## config.mk

```make
export PLATFORM = sky130hd
export DESIGN_NAME = boot_strap_decoder
export DESIGN_NICKNAME = d
export VERILOG_FILES = /design/src/common/boot_strap_pkg.sv /design/src/common/strap_if.sv /design/src/hdl/strap_capture.sv /design/src/hdl/boot_strap_decoder.sv
export SDC_FILE = /design/constraint.sdc
export NUM_CORES = 1
export LEC_CHECK = 0
export BUFFER_PORTS_ARGS = -buffer_cell sky130_fd_sc_hd__buf_2
export CAP_MARGIN = 20
export CORE_ASPECT_RATIO = 1.25
export CORE_MARGIN = 4
export CORE_UTILIZATION = 51
export CTS_CLUSTER_DIAMETER = 40
export CTS_CLUSTER_SIZE = 10
export DETAILED_ROUTE_END_ITERATION = 10
export MAX_ROUTING_LAYER = met4
export PLACE_DENSITY_LB_ADDON = 0.15
export SYNTH_ARGS = -nofsm -noshare
export SYNTH_HDL_FRONTEND = slang
export SYNTH_SLANG_ARGS = --single-unit
```

## constraint.sdc

```tcl
create_clock -name mclk -period 1.8 [get_ports mclk]
set_clock_uncertainty 0.15 [all_clocks]
set_input_delay 0.09 -clock mclk [delete_from_list [all_inputs] [get_ports mclk]]
set_output_delay 0.09 -clock mclk [all_outputs]
set_load 0.005 [all_outputs]
```

## src/common/boot_strap_pkg.sv

```systemverilog
package boot_strap_pkg;

   // ----------------------------------------------------------------
   // Strap field layout
   // ----------------------------------------------------------------
   localparam int STRAP_W = 16;
   localparam int FREQ_HI = 15;
   localparam int FREQ_LO = 14;
   localparam int RSV_HI = 13;
   localparam int RSV_LO = 12;
   localparam int AUX_BIT = 5;
   localparam int MODE_HI = 4;
   localparam int MODE_LO = 0;

   // Only this value of the reserved field is legal from the board.
   localparam logic [1:0] RSV_OK = 2'h0;

   // Boot source field codes.
   localparam logic [4:0] MODE_CARD = 5'h1c;
   localparam logic [4:0] MODE_SPI = 5'h18;

   // Crystal frequency codes and their values in kHz.
   localparam logic [1:0] FREQ_19M2 = 2'h0;
   localparam logic [1:0] FREQ_24M = 2'h1;
   localparam logic [1:0] FREQ_25M = 2'h2;
   localparam logic [1:0] FREQ_26M = 2'h3;
   localparam logic [15:0] KHZ_19M2 = 16'h4b00;
   localparam logic [15:0] KHZ_24M = 16'h5dc0;
   localparam logic [15:0] KHZ_25M = 16'h61a8;
   localparam logic [15:0] KHZ_26M = 16'h6590;

   // Cycles after reset release before the synchronised pins are trusted.
   localparam logic [1:0] SETTLE_CYC = 2'h2;

   // ----------------------------------------------------------------
   // Register map (byte addresses)
   // ----------------------------------------------------------------
   localparam int ADR_W = 8;
   localparam logic [7:0] OFS_STRAP = 8'h00;
   localparam logic [7:0] OFS_CONFIG = 8'h04;
   localparam logic [7:0] OFS_SEQ = 8'h08;
   localparam logic [7:0] OFS_CTRL = 8'h0c;
   localparam int CTRL_FOUND_BIT = 0;
   localparam int CTRL_ABSENT_BIT = 1;
   localparam int CTRL_RESTART_BIT = 2;
   localparam int CFG_FREQ_LO = 0;
   localparam int CFG_AUX_BIT = 2;
   localparam int CFG_RSV_BAD_BIT = 3;
   localparam int CFG_MODE_OK_BIT = 4;
   localparam int CFG_KHZ_LO = 16;
   localparam int SEQ_SRC_LO = 0;
   localparam int SEQ_IDX_LO = 4;
   localparam int SEQ_STATE_LO = 8;

   // ----------------------------------------------------------------
   // Boot sources and sequencer states
   // ----------------------------------------------------------------
   localparam int LIST_LEN = 4;
   typedef logic [1:0] idx_t;
   localparam idx_t IDX_LAST = 2'h3;

   typedef enum logic [2:0] {
      SRC_NONE = 3'b000,
      SRC_ONBOARD_CARD = 3'b001,
      SRC_REMOVABLE_CARD = 3'b010,
      SRC_FIRST_SERIAL = 3'b011,
      SRC_FIRST_USB = 3'b100,
      SRC_FIRST_SPI = 3'b101
   } src_e;

   typedef enum logic [1:0] {
      SEQ_WAIT = 2'b00,
      SEQ_TRY = 2'b01,
      SEQ_DONE = 2'b10,
      SEQ_EXHAUSTED = 2'b11
   } seq_e;

endpackage : boot_strap_pkg

```

## src/common/strap_if.sv

```systemverilog
`timescale 1ns/100ps
// Carries the latched strap word from the capture stage to the decoder.
interface strap_if;
   logic [15:0] straps;
   logic valid;
   modport capture (output straps, output valid);
   modport decode (input straps, input valid);
endinterface : strap_if

```

## src/hdl/strap_capture.sv

```systemverilog
`timescale 1ns/100ps
module strap_capture (
   input wire logic mclk,
   input wire logic sys_rst,
   input wire logic [boot_strap_pkg::STRAP_W-1:0] pins,
   strap_if.capture cap
);
   import boot_strap_pkg::*;

   typedef struct packed {
      logic [STRAP_W-1:0] sync1;
      logic [STRAP_W-1:0] sync2;
      logic [1:0] settle;
      logic [STRAP_W-1:0] straps;
      logic valid;
   } cap_s;

   cap_s state_r;
   cap_s state_nxt;

   // ----------------------------------------------------------------
   // Synchronise the pins and latch them once after reset
   // ----------------------------------------------------------------
   // The first stage feeds only the second; the latch waits until the
   // chain holds pin levels sampled after reset, then freezes for good.
   always_comb begin
      state_nxt = state_r;
      state_nxt.sync1 = pins;
      state_nxt.sync2 = state_r.sync1;
      if (!state_r.valid) begin
         if (state_r.settle == SETTLE_CYC) begin
            state_nxt.straps = state_r.sync2;
            state_nxt.valid = 1'b1;
         end else begin
            state_nxt.settle = state_r.settle + 2'h1;
         end
      end
   end

   // Register the state; reset loads constants only.
   always_ff @(posedge mclk) begin
      if (sys_rst) begin
         state_r <= '0;
      end else begin
         state_r <= state_nxt;
      end
   end

   assign cap.straps = state_r.straps;
   assign cap.valid = state_r.valid;

endmodule : strap_capture

```

## src/hdl/boot_strap_decoder.sv

```systemverilog
`timescale 1ns/100ps
module boot_strap_decoder (
   input wire logic mclk,
   input wire logic sys_rst,
   input wire logic [boot_strap_pkg::STRAP_W-1:0] boot_strap_pins,
   input wire logic wb_cyc_i,
   input wire logic wb_stb_i,
   input wire logic wb_we_i,
   input wire logic [boot_strap_pkg::ADR_W-1:0] wb_adr_i,
   input wire logic [3:0] wb_sel_i,
   input wire logic [31:0] wb_dat_i,
   output logic [31:0] wb_dat_o,
   output logic wb_ack_o,
   output logic [1:0] crystal_freq_code,
   output logic aux_clock_output,
   output logic straps_valid,
   output logic [2:0] boot_source,
   output logic boot_try,
   output logic boot_found,
   output logic boot_exhausted
);
   import boot_strap_pkg::*;

   // ----------------------------------------------------------------
   // Decoding helpers
   // ----------------------------------------------------------------

   // Source at a given position of the list chosen by the mode field.
   // An unknown mode field gives no source at any position.
   function automatic src_e src_at(input logic [4:0] mode, input idx_t idx);
      src_e s;
      s = SRC_NONE;
      if (mode == MODE_CARD) begin
         unique case (idx)
            2'h0: s = SRC_ONBOARD_CARD;
            2'h1: s = SRC_REMOVABLE_CARD;
            2'h2: s = SRC_FIRST_SERIAL;
            2'h3: s = SRC_FIRST_USB;
         endcase
      end else if (mode == MODE_SPI) begin
         unique case (idx)
            2'h0: s = SRC_FIRST_SPI;
            2'h1: s = SRC_REMOVABLE_CARD;
            2'h2: s = SRC_FIRST_USB;
            2'h3: s = SRC_FIRST_SERIAL;
         endcase
      end
      return s;
   endfunction : src_at

   // Crystal frequency in kHz for a frequency code.
   function automatic logic [15:0] khz_of(input logic [1:0] code);
      logic [15:0] k;
      k = KHZ_19M2;
      unique case (code)
         FREQ_19M2: k = KHZ_19M2;
         FREQ_24M: k = KHZ_24M;
         FREQ_25M: k = KHZ_25M;
         FREQ_26M: k = KHZ_26M;
      endcase
      return k;
   endfunction : khz_of

   // True for a mode field that names a known boot list.
   // Any other code sends the sequencer straight to the exhausted state.
   function automatic logic mode_known(input logic [4:0] mode);
      return (mode == MODE_CARD) || (mode == MODE_SPI);
   endfunction : mode_known

   // ----------------------------------------------------------------
   // Strap capture
   // ----------------------------------------------------------------
   // The capture stage owns the pin synchroniser; no logic here reads the
   // pins directly, so pin activity after the latch cannot reach the decoder.
   strap_if cap_bus ();

   strap_capture u_capture (
      .mclk(mclk),
      .sys_rst(sys_rst),
      .pins(boot_strap_pins),
      .cap(cap_bus.capture)
   );

   // ----------------------------------------------------------------
   // State of the decoder
   // ----------------------------------------------------------------
   typedef struct packed {
      logic valid;
      logic [1:0] freq;
      logic aux_en;
      logic aux_clk;
      logic rsv_bad;
      logic [4:0] mode;
      seq_e seq;
      idx_t idx;
      src_e src;
      logic [31:0] rdata;
      logic ack;
      // Status flags mirror the sequencer state so each output leaves a flip-flop.
      logic trying;
      logic found;
      logic exhausted;
   } dec_s;

   dec_s state_r;
   dec_s state_nxt;

   // Strap fields as they arrive from the capture stage.
   logic [STRAP_W-1:0] straps;
   logic [4:0] mode_in;
   assign straps = cap_bus.straps;
   assign mode_in = straps[MODE_HI:MODE_LO];

   // ----------------------------------------------------------------
   // Bus request decoding
   // ----------------------------------------------------------------
   // A request counts once: while ack is high the same strobe is not taken
   // again, so a master that holds stb gets one answer per request.
   // Only byte lane 0 gates a command write; the other lanes carry no command.
   logic req;
   logic wr_ctrl;
   logic hit;
   logic cmd_found;
   logic cmd_absent;
   logic cmd_restart;
   assign req = wb_cyc_i && wb_stb_i && !state_r.ack;
   assign hit = (wb_adr_i[ADR_W-1:4] == 4'h0);
   assign wr_ctrl = req && wb_we_i && wb_sel_i[0] && (wb_adr_i == OFS_CTRL);
   assign cmd_found = wr_ctrl && wb_dat_i[CTRL_FOUND_BIT];
   assign cmd_absent = wr_ctrl && wb_dat_i[CTRL_ABSENT_BIT];
   assign cmd_restart = wr_ctrl && wb_dat_i[CTRL_RESTART_BIT];

   // ----------------------------------------------------------------
   // Register read values
   // ----------------------------------------------------------------
   // Each value is built from the current state, so a read shows what the
   // outputs show in the same cycle; the strap word reads zero until latched.
   logic [31:0] rd_strap;
   logic [31:0] rd_config;
   logic [31:0] rd_seq;
   always_comb begin
      rd_strap = {16'h0000, straps};
      rd_config = 32'h0000_0000;
      rd_config[CFG_FREQ_LO +: 2] = state_r.freq;
      rd_config[CFG_AUX_BIT] = state_r.aux_en;
      rd_config[CFG_RSV_BAD_BIT] = state_r.rsv_bad;
      rd_config[CFG_MODE_OK_BIT] = mode_known(state_r.mode);
      rd_config[CFG_KHZ_LO +: 16] = khz_of(state_r.freq);
      rd_seq = 32'h0000_0000;
      rd_seq[SEQ_SRC_LO +: 3] = state_r.src;
      rd_seq[SEQ_IDX_LO +: 2] = state_r.idx;
      rd_seq[SEQ_STATE_LO +: 2] = state_r.seq;
   end

   // ----------------------------------------------------------------
   // Next-state logic
   // ----------------------------------------------------------------

   // Takes the decoded fields once, steps through the boot list on the
   // results reported over the bus, and answers bus cycles.
   always_comb begin
      state_nxt = state_r;

      // Fields are taken once when the capture stage marks the straps
      // valid; the capture never re-arms before the next reset.
      if (cap_bus.valid && !state_r.valid) begin
         state_nxt.valid = 1'b1;
         state_nxt.freq = straps[FREQ_HI:FREQ_LO];
         state_nxt.aux_en = straps[AUX_BIT];
         // A nonzero reserved field is only flagged for software; the boot
         // order never depends on it.
         state_nxt.rsv_bad = (straps[RSV_HI:RSV_LO] != RSV_OK);
         // Bits 11:6 take no part in any decision below.
         state_nxt.mode = mode_in;
      end

      // The auxiliary clock toggles at half the core rate while enabled
      // and rests low otherwise. The enable is a latched strap, so the output
      // neither starts nor stops until the next reset.
      if (state_r.aux_en) begin
         state_nxt.aux_clk = !state_r.aux_clk;
      end else begin
         state_nxt.aux_clk = 1'b0;
      end

      // Boot source sequencer.
      unique case (state_r.seq)
         SEQ_WAIT: begin
            // Every walk, the first and each one after a restart, starts at
            // the head of the list.
            if (state_r.valid) begin
               state_nxt.idx = 2'h0;
               if (mode_known(state_r.mode)) begin
                  state_nxt.seq = SEQ_TRY;
                  state_nxt.src = src_at(state_r.mode, 2'h0);
               end else begin
                  // No known order: nothing can be tried.
                  state_nxt.seq = SEQ_EXHAUSTED;
                  state_nxt.src = SRC_NONE;
               end
            end
         end
         SEQ_TRY: begin
            if (cmd_found) begin
               state_nxt.seq = SEQ_DONE;
            end else if (cmd_absent) begin
               // An empty source hands over to the next in the list.
               if (state_r.idx == IDX_LAST) begin
                  state_nxt.seq = SEQ_EXHAUSTED;
                  state_nxt.src = SRC_NONE;
               end else begin
                  state_nxt.idx = state_r.idx + 2'h1;
                  state_nxt.src = src_at(state_r.mode, state_r.idx + 2'h1);
               end
            end
         end
         SEQ_DONE, SEQ_EXHAUSTED: begin
            // A restart walks the same latched order again from the top.
            if (cmd_restart) begin
               state_nxt.seq = SEQ_WAIT;
               state_nxt.src = SRC_NONE;
               state_nxt.idx = 2'h0;
            end
         end
      endcase

      // Status flags follow the next sequencer state, so they change at the
      // same edge as the source.
      state_nxt.trying = (state_nxt.seq == SEQ_TRY);
      state_nxt.found = (state_nxt.seq == SEQ_DONE);
      state_nxt.exhausted = (state_nxt.seq == SEQ_EXHAUSTED);

      // Bus slave: answer one cycle after the strobe, then drop ack.
      // Writes to read-only or unmapped addresses are acknowledged and change
      // nothing; there is no error answer.
      state_nxt.ack = req;
      state_nxt.rdata = 32'h0000_0000;
      if (req && !wb_we_i && hit) begin
         unique case (wb_adr_i[3:0])
            OFS_STRAP[3:0]: state_nxt.rdata = rd_strap;
            OFS_CONFIG[3:0]: state_nxt.rdata = rd_config;
            OFS_SEQ[3:0]: state_nxt.rdata = rd_seq;
            default: state_nxt.rdata = 32'h0000_0000;
         endcase
      end
   end

   // ----------------------------------------------------------------
   // State register
   // ----------------------------------------------------------------

   // Reset returns every field to a constant.
   always_ff @(posedge mclk) begin
      if (sys_rst) begin
         state_r <= '{
            valid: 1'b0,
            freq: FREQ_19M2,
            aux_en: 1'b0,
            aux_clk: 1'b0,
            rsv_bad: 1'b0,
            mode: 5'h00,
            seq: SEQ_WAIT,
            idx: 2'h0,
            src: SRC_NONE,
            rdata: 32'h0000_0000,
            ack: 1'b0,
            trying: 1'b0,
            found: 1'b0,
            exhausted: 1'b0
         };
      end else begin
         state_r <= state_nxt;
      end
   end

   // ----------------------------------------------------------------
   // Outputs, each taken from the state register
   // ----------------------------------------------------------------

   // Bus answer.
   assign wb_dat_o = state_r.rdata;
   assign wb_ack_o = state_r.ack;

   // Decoded strap results.
   assign crystal_freq_code = state_r.freq;
   assign aux_clock_output = state_r.aux_clk;
   assign straps_valid = state_r.valid;

   // Sequencer view.
   assign boot_source = state_r.src;
   assign boot_try = state_r.trying;
   assign boot_found = state_r.found;
   assign boot_exhausted = state_r.exhausted;

endmodule : boot_strap_decoder

```

# Yosys cells after proc, flatten, opt, wreduce, memory -nomap -nowiden
# Index checks and enable logic that the tools add are counted.
[totals]
register_bits = 105
latch_bits = 0
ram_bits = 0
rom_bits = 0
in_bits = 65
output_inout_bits = 43
elab_cells = 99
n_memories = 0
[op_classes]
add_sub_neg = 2
mul = 0
n_div = 0
order_cmp = 0
eq_ne = 24
shift = 0
n_mux = 21
n_bitwise = 4
reduce_logical = 29
[op_table]
columns = ["operator", "count"]
rows = [
  ["32-bit one-hot mux with 3 select lines", 1],
  ["16-bit one-hot mux with 4 select lines", 1],
  ["3-bit one-hot mux with 4 select lines", 2],
  ["7-bit 2-to-1 mux", 3],
  ["7-bit one-hot mux with 3 select lines", 1],
  ["2-bit == test, second input constant", 10],
  ["3-bit 2-to-1 mux", 6],
  ["1-bit logical AND", 11],
  ["5-bit == test, second input constant", 2],
  ["2-bit != test, second input constant", 5],
  ["2-bit by 1-bit == test with 1-bit output, second input constant", 4],
  ["8-bit by 4-bit == test with 1-bit output, second input constant", 1],
  ["4-bit logical NOT", 2],
  ["2-bit 2-to-1 mux", 4],
  ["2-bit logical NOT", 3],
  ["2-bit OR reduction", 3],
  ["5-bit 2-to-1 mux", 1],
  ["5-bit AND reduction", 1],
  ["2-bit by 1-bit adder with 2-bit output, second input constant", 2],
  ["4-bit by 3-bit == test with 1-bit output, second input constant", 1],
  ["4-bit == test, second input constant", 1],
  ["1-bit logical NOT", 4],
  ["1-bit inverter", 4],
  ["2-bit AND reduction", 2],
  ["4 further kinds", 5],
]

# Logic depth before layout (Yosys ltp)
[depth]
word_depth = 10
ltp_mapped = 7
ltp_nobuf = 6

# Hierarchy
# A second synthesis with hierarchy kept.
[unflattened]
hier_cells = 405
hier_area_um2 = 3987.6
[by_module_without_submodules]
columns = ["mod", "instances", "cells_per_inst", "area_per_inst_um2", "seq_area_each_um2"]
rows = [
  ["boot_strap_decoder", 1, 235, 2159.6, 940.9],
  ["strap_capture", 1, 170, 1828.0, 1021.0],
]

# Worst setup path after synthesis
# OpenSTA, ideal clock, no wires.
[synth_timing]
kind = "flip-flop to flip-flop"
startpoint = "reg state_r (netlist bit wb_ack_o)"
endpoint = "reg state_r (netlist bit rd_seq[5])"
t_arrival_ns = 1.448
t_required_ns = 1.578
path_slack_ns = 0.131
stages_incl_launch_ff = 6
path_cell_list = "dfxtp_1 > and3b_2 > nand4_4 > or3_1 > a21oi_1 > mux2i_1"
[synth_via]
elab_chain_len = 8
word_cells_on_any_way = 12
cone_classes = "eq/ne: 3; reduce/logical: 9"
[synth_rtl]
columns = ["item", "line", "text"]
rows = [
  ["start: declaration", "boot_strap_decoder.sv:105", "dec_s state_r;"],
  ["start signal: assignment", "boot_strap_decoder.sv:255", "state_r <= '{"],
  ["start signal: assignment", "boot_strap_decoder.sv:272", "state_r <= state_nxt;"],
  ["1-bit logical NOT *", "boot_strap_decoder.sv:126", "assign req = wb_cyc_i && wb_stb_i && !state_r.ack;"],
  ["1-bit logical AND *", "boot_strap_decoder.sv:126", ""],
  ["1-bit logical AND * (3 in series)", "boot_strap_decoder.sv:128", "assign wr_ctrl = req && wb_we_i && wb_sel_i[0] && (wb_adr_i == OFS_CTRL);"],
  ["1-bit logical AND (on tied branches)", "boot_strap_decoder.sv:131, boot_strap_decoder.sv:129, boot_strap_decoder.sv:130", ""],
  ["2-bit != test (no line)", "-", ""],
  ["5-bit AND reduction (no line) *", "-", ""],
]
# Every way passes the cells marked *; elsewhere a longest branch is shown, timed or not.
# A chain may end at the register's enable or synchronous reset.

# Worst setup path after layout
# Same ends and word-level chain as after synthesis.

==> out/qor.yml <==
place:
  place_ws_ps: -38.59
  place_hpwl_um: 4104
  io_buffers: 71
  gp_congestion: 0.8960
timing:
  fmax_mhz: 558.8
  finalSetupViolCount: 0
  relSlewSlack: 0.5425
  layout_setup_ws_ps: 10.42
  final.setup.tns_ps: 0
  finalMaxSlewViolations: 0
  finalHoldViolCount: 0
  min_period_ps: 1790
  rsz0062_at_grt: "yes"
  tightestPinTransition_ps: 686.3
  final.period_utilization: 0.9942
critical_path:
  critical_path.max_stage_delay_ps: 460
  regToRegSetupSlack_ps: 10
  cp-startpoint: "wb_ack_o$_SDFF_PP0_"
  setup.worst_path.class: "register to register"
  cp_max_fo: 6
  rr_endpoint: "rd_seq[5]$_SDFFE_PP0P_"
  cp.arrival_ps: 1930
  cp_num_cells: 5
  path_cells: "and3b_2 > nand4_4 > buf_6 > or4_4 > mux2i_1"
  endpoint_kind: "register"
  cp_num_buf_inv: 1
  reg2regPathDepth: 5
  cp_top_family: "simple AND/OR/NAND/NOR gates"
  r2r-start: "wb_ack_o$_SDFF_PP0_"
  critPathRequiredTime_ps: 1940
  endpoint: "rd_seq[5]$_SDFFE_PP0P_"
  critPathSlowestCell: "or4_4"
  start_kind: "register"
logic_synthesis:
  syn_area_um2: 3666
  synth-simple-area-share: 0.2399
  async_flop_share: 0
  syn_area_per_cell_um2: 9.473
  synth_top_area_share: 0.5352
  synth_edf_count: 0
  ys_types: 46
  synth_mux_area_frac: 0.03311
  yosys.area_share.adder: 0.01365
  synth_area_leader_cell: "dfxtp_1"
  synth_compound_area_frac: 0.06724
  ys_warn_count: 0
  synth-main-ff-cell: "dfxtp_1"
  synth_xor_area_frac: 0.004778
  yosysSeqAreaShare: 0.5352
  netlist_top_cells_area: "dfxtp_1 (54%), buf_4 (7.6%), nor2b_1 (6.7%)"
  syn_inst: 387
  synth_top_family_by_area: "simple AND/OR/NAND/NOR gates"
  ys_seq_elements: 98
die:
  die_w_um: 83.83
  die_area_um2: 8617
  io_pins: 108
  rows: 34
  initial_utilization: 0.5255
  coreArea_um2: 6977
  die_h_um: 102.8
cells_and_area:
  utilization: 0.6207
  antenna_cells: 0
  layout-drive-gt1-share: 0.2649
  final_common_cell: "dfxtp_1"
  area_delta_synth_final_pct: 18.12
  fin_nets: 518
  final_cell_mix: "dfxtp_1 (97), buf_2 (71), nand2_1 (54)"
global_route:
  grt_use_total: 0.1549
  overflow: 0
  antenna_found_initial: 0
  grt_max_degree: 74
  grt_pass1_vias: 2327
  grt_pass1_wl_um: 10410
hold_path:
  worstHoldPathType: "input port to register"
  hold_start: "wb_dat_i[2]"
route:
  drc: 0
  drt_iter0_drc: 71
  dr.pass1.iters: 4
  ant_nets: 0
  totalWireLength_um: 6062
  vias: 2476
  viasPerCell: 4.560
  wl_per_cell_um: 11.16
outcome:
  status: "finished, final reports clean"
cts:
  root_buffer: "clkbuf_8"
  cts_tree: "built"
  cts_sinks: 98
  clkLatencyLatePin_ps: 350
  post_cts_buffers: 0
  htree_levels: 3
  cts_buffer_depth: 2
  numCtsBuffers: 9
  clk_pin_slew_ps: 90
pwr:
  p_leak_nw: 1.831
  p_sw_mw: 1.166
  vdd_drop_max_v: 0.0005962
  power_frac_comb: 0.142
  seq_power_share: 0.539
  total_power_mw: 4.382
  swShare: 0.2661
  p_int_mw: 3.216
  p_per_area_nw_per_um2: 1012
  clock_power_share: 0.319
job:
  drv_cap: 0
==> synthesized netlist by cell type (2+ instances only) <==
cell type	instances
ha_1	4
clkbuf_1	14
dfxtp_1	98
nor3_1	4
nand2b_1	5
o21ai_0	4
and2b_2	2
nor2b_1	39
nor3b_1	2
buf_1	2
nand3_1	2
nand2_1	54
and2_1	9
nor2_1	27
xnor2_1	2
or2_2	2
nor4_1	2
and2_2	2
inv_1	9
buf_4	37
a21oi_1	32
mux2i_1	11
==> metal layers <==
metal / routed length (um) / GRT usage / share of wire
met1: 2542 / 0.1739 / 0.42
met2: 2976 / 0.2554 / 0.49
met3: 384 / 0.03837 / 0.063
met4: 159 / 0.08540 / 0.026
met5: 0 / - / 0
==> final cells by class <==
class | count | area (um2)
timing repair buffer | 102 | 644.4
multi-input combinational | 229 | 1380
tap | 90 | 112.6
sequential | 98 | 1963
fill | 636 | 2646
clock buffer | 9 | 123.9
inverter | 9 | 33.78
clock inverter | 6 | 72.57
==> power by group through the flow <==
stage	logic [mW]	clock network, mW	registers (mW)
finish	0.622	1.40	2.36
global route	0.705	1.54	2.38
CTS	0.597	1.46	2.36
detailed placement	0.552	0	2.41
global placement	0.538	0	2.41
floorplan	0.426	0	2.39
==> cells by family after synthesis <==
logic type      count (synthesis)
compound gates                 44
xor+xnor                        2
fa+ha+maj                       4
buf+inv                        63
flops                          98
mux                            12
other cells                     1
simple gates                  163
==> sequential cells by signal, indices dropped and copies added (netlist names) <==
signal and cells:
wb_dat_o 25, u_capture.state_r 18, u_capture.cap.straps 16, u_capture.state_nxt 16, state_r 5, rd_seq 4, boot_source 3, crystal_freq_code 2
rd_config 2, aux_clock_output 1, boot_exhausted 1, boot_found 1, boot_try 1, straps_valid 1, u_capture.cap.valid 1, wb_ack_o 1
==> worst reg2reg max path, stage by stage, from the launching register on <==
cell	delay, ps
dfxtp_2	330
and3b_2	300
nand4_4	170
buf_6	170
or4_4	460
mux2i_1	140
==> metrics by stage <==
stage,hold slack [ps],area [um2],std cells
detailed placement,151.7,3869,507
global route,43.46,4330,543
floorplan,27.21,3677,390
CTS,10.25,4282,543
finish,22.92,4330,543
global placement,148.7,3869,507
==> worst min path at each step <==
stage,slack [ps],cells past startpoint,to
after floorplan,30,1,wb_dat_o[24]$_SDFF_PP0_
after global placement,150,2,u_capture.state_nxt[30]$_SDFF_PP0_
after detailed placement,150,2,u_capture.state_nxt[19]$_SDFF_PP0_
after CTS,10,4,wb_dat_o[3]$_SDFF_PP0_
after global routing,40,4,wb_dat_o[3]$_SDFF_PP0_
final,20,5,boot_source[2]$_SDFFE_PP0P_
==> what timing repair did <==
action | CTS | global route
hold buffers | 21 | 0
hold endpoints to repair | 19 | 0
gates resized for setup | 2 | 15
pin swaps | 0 | 5
endpoints found under the setup margin | 18 | 22
Note: power is estimated with default switching activity, not from simulation.
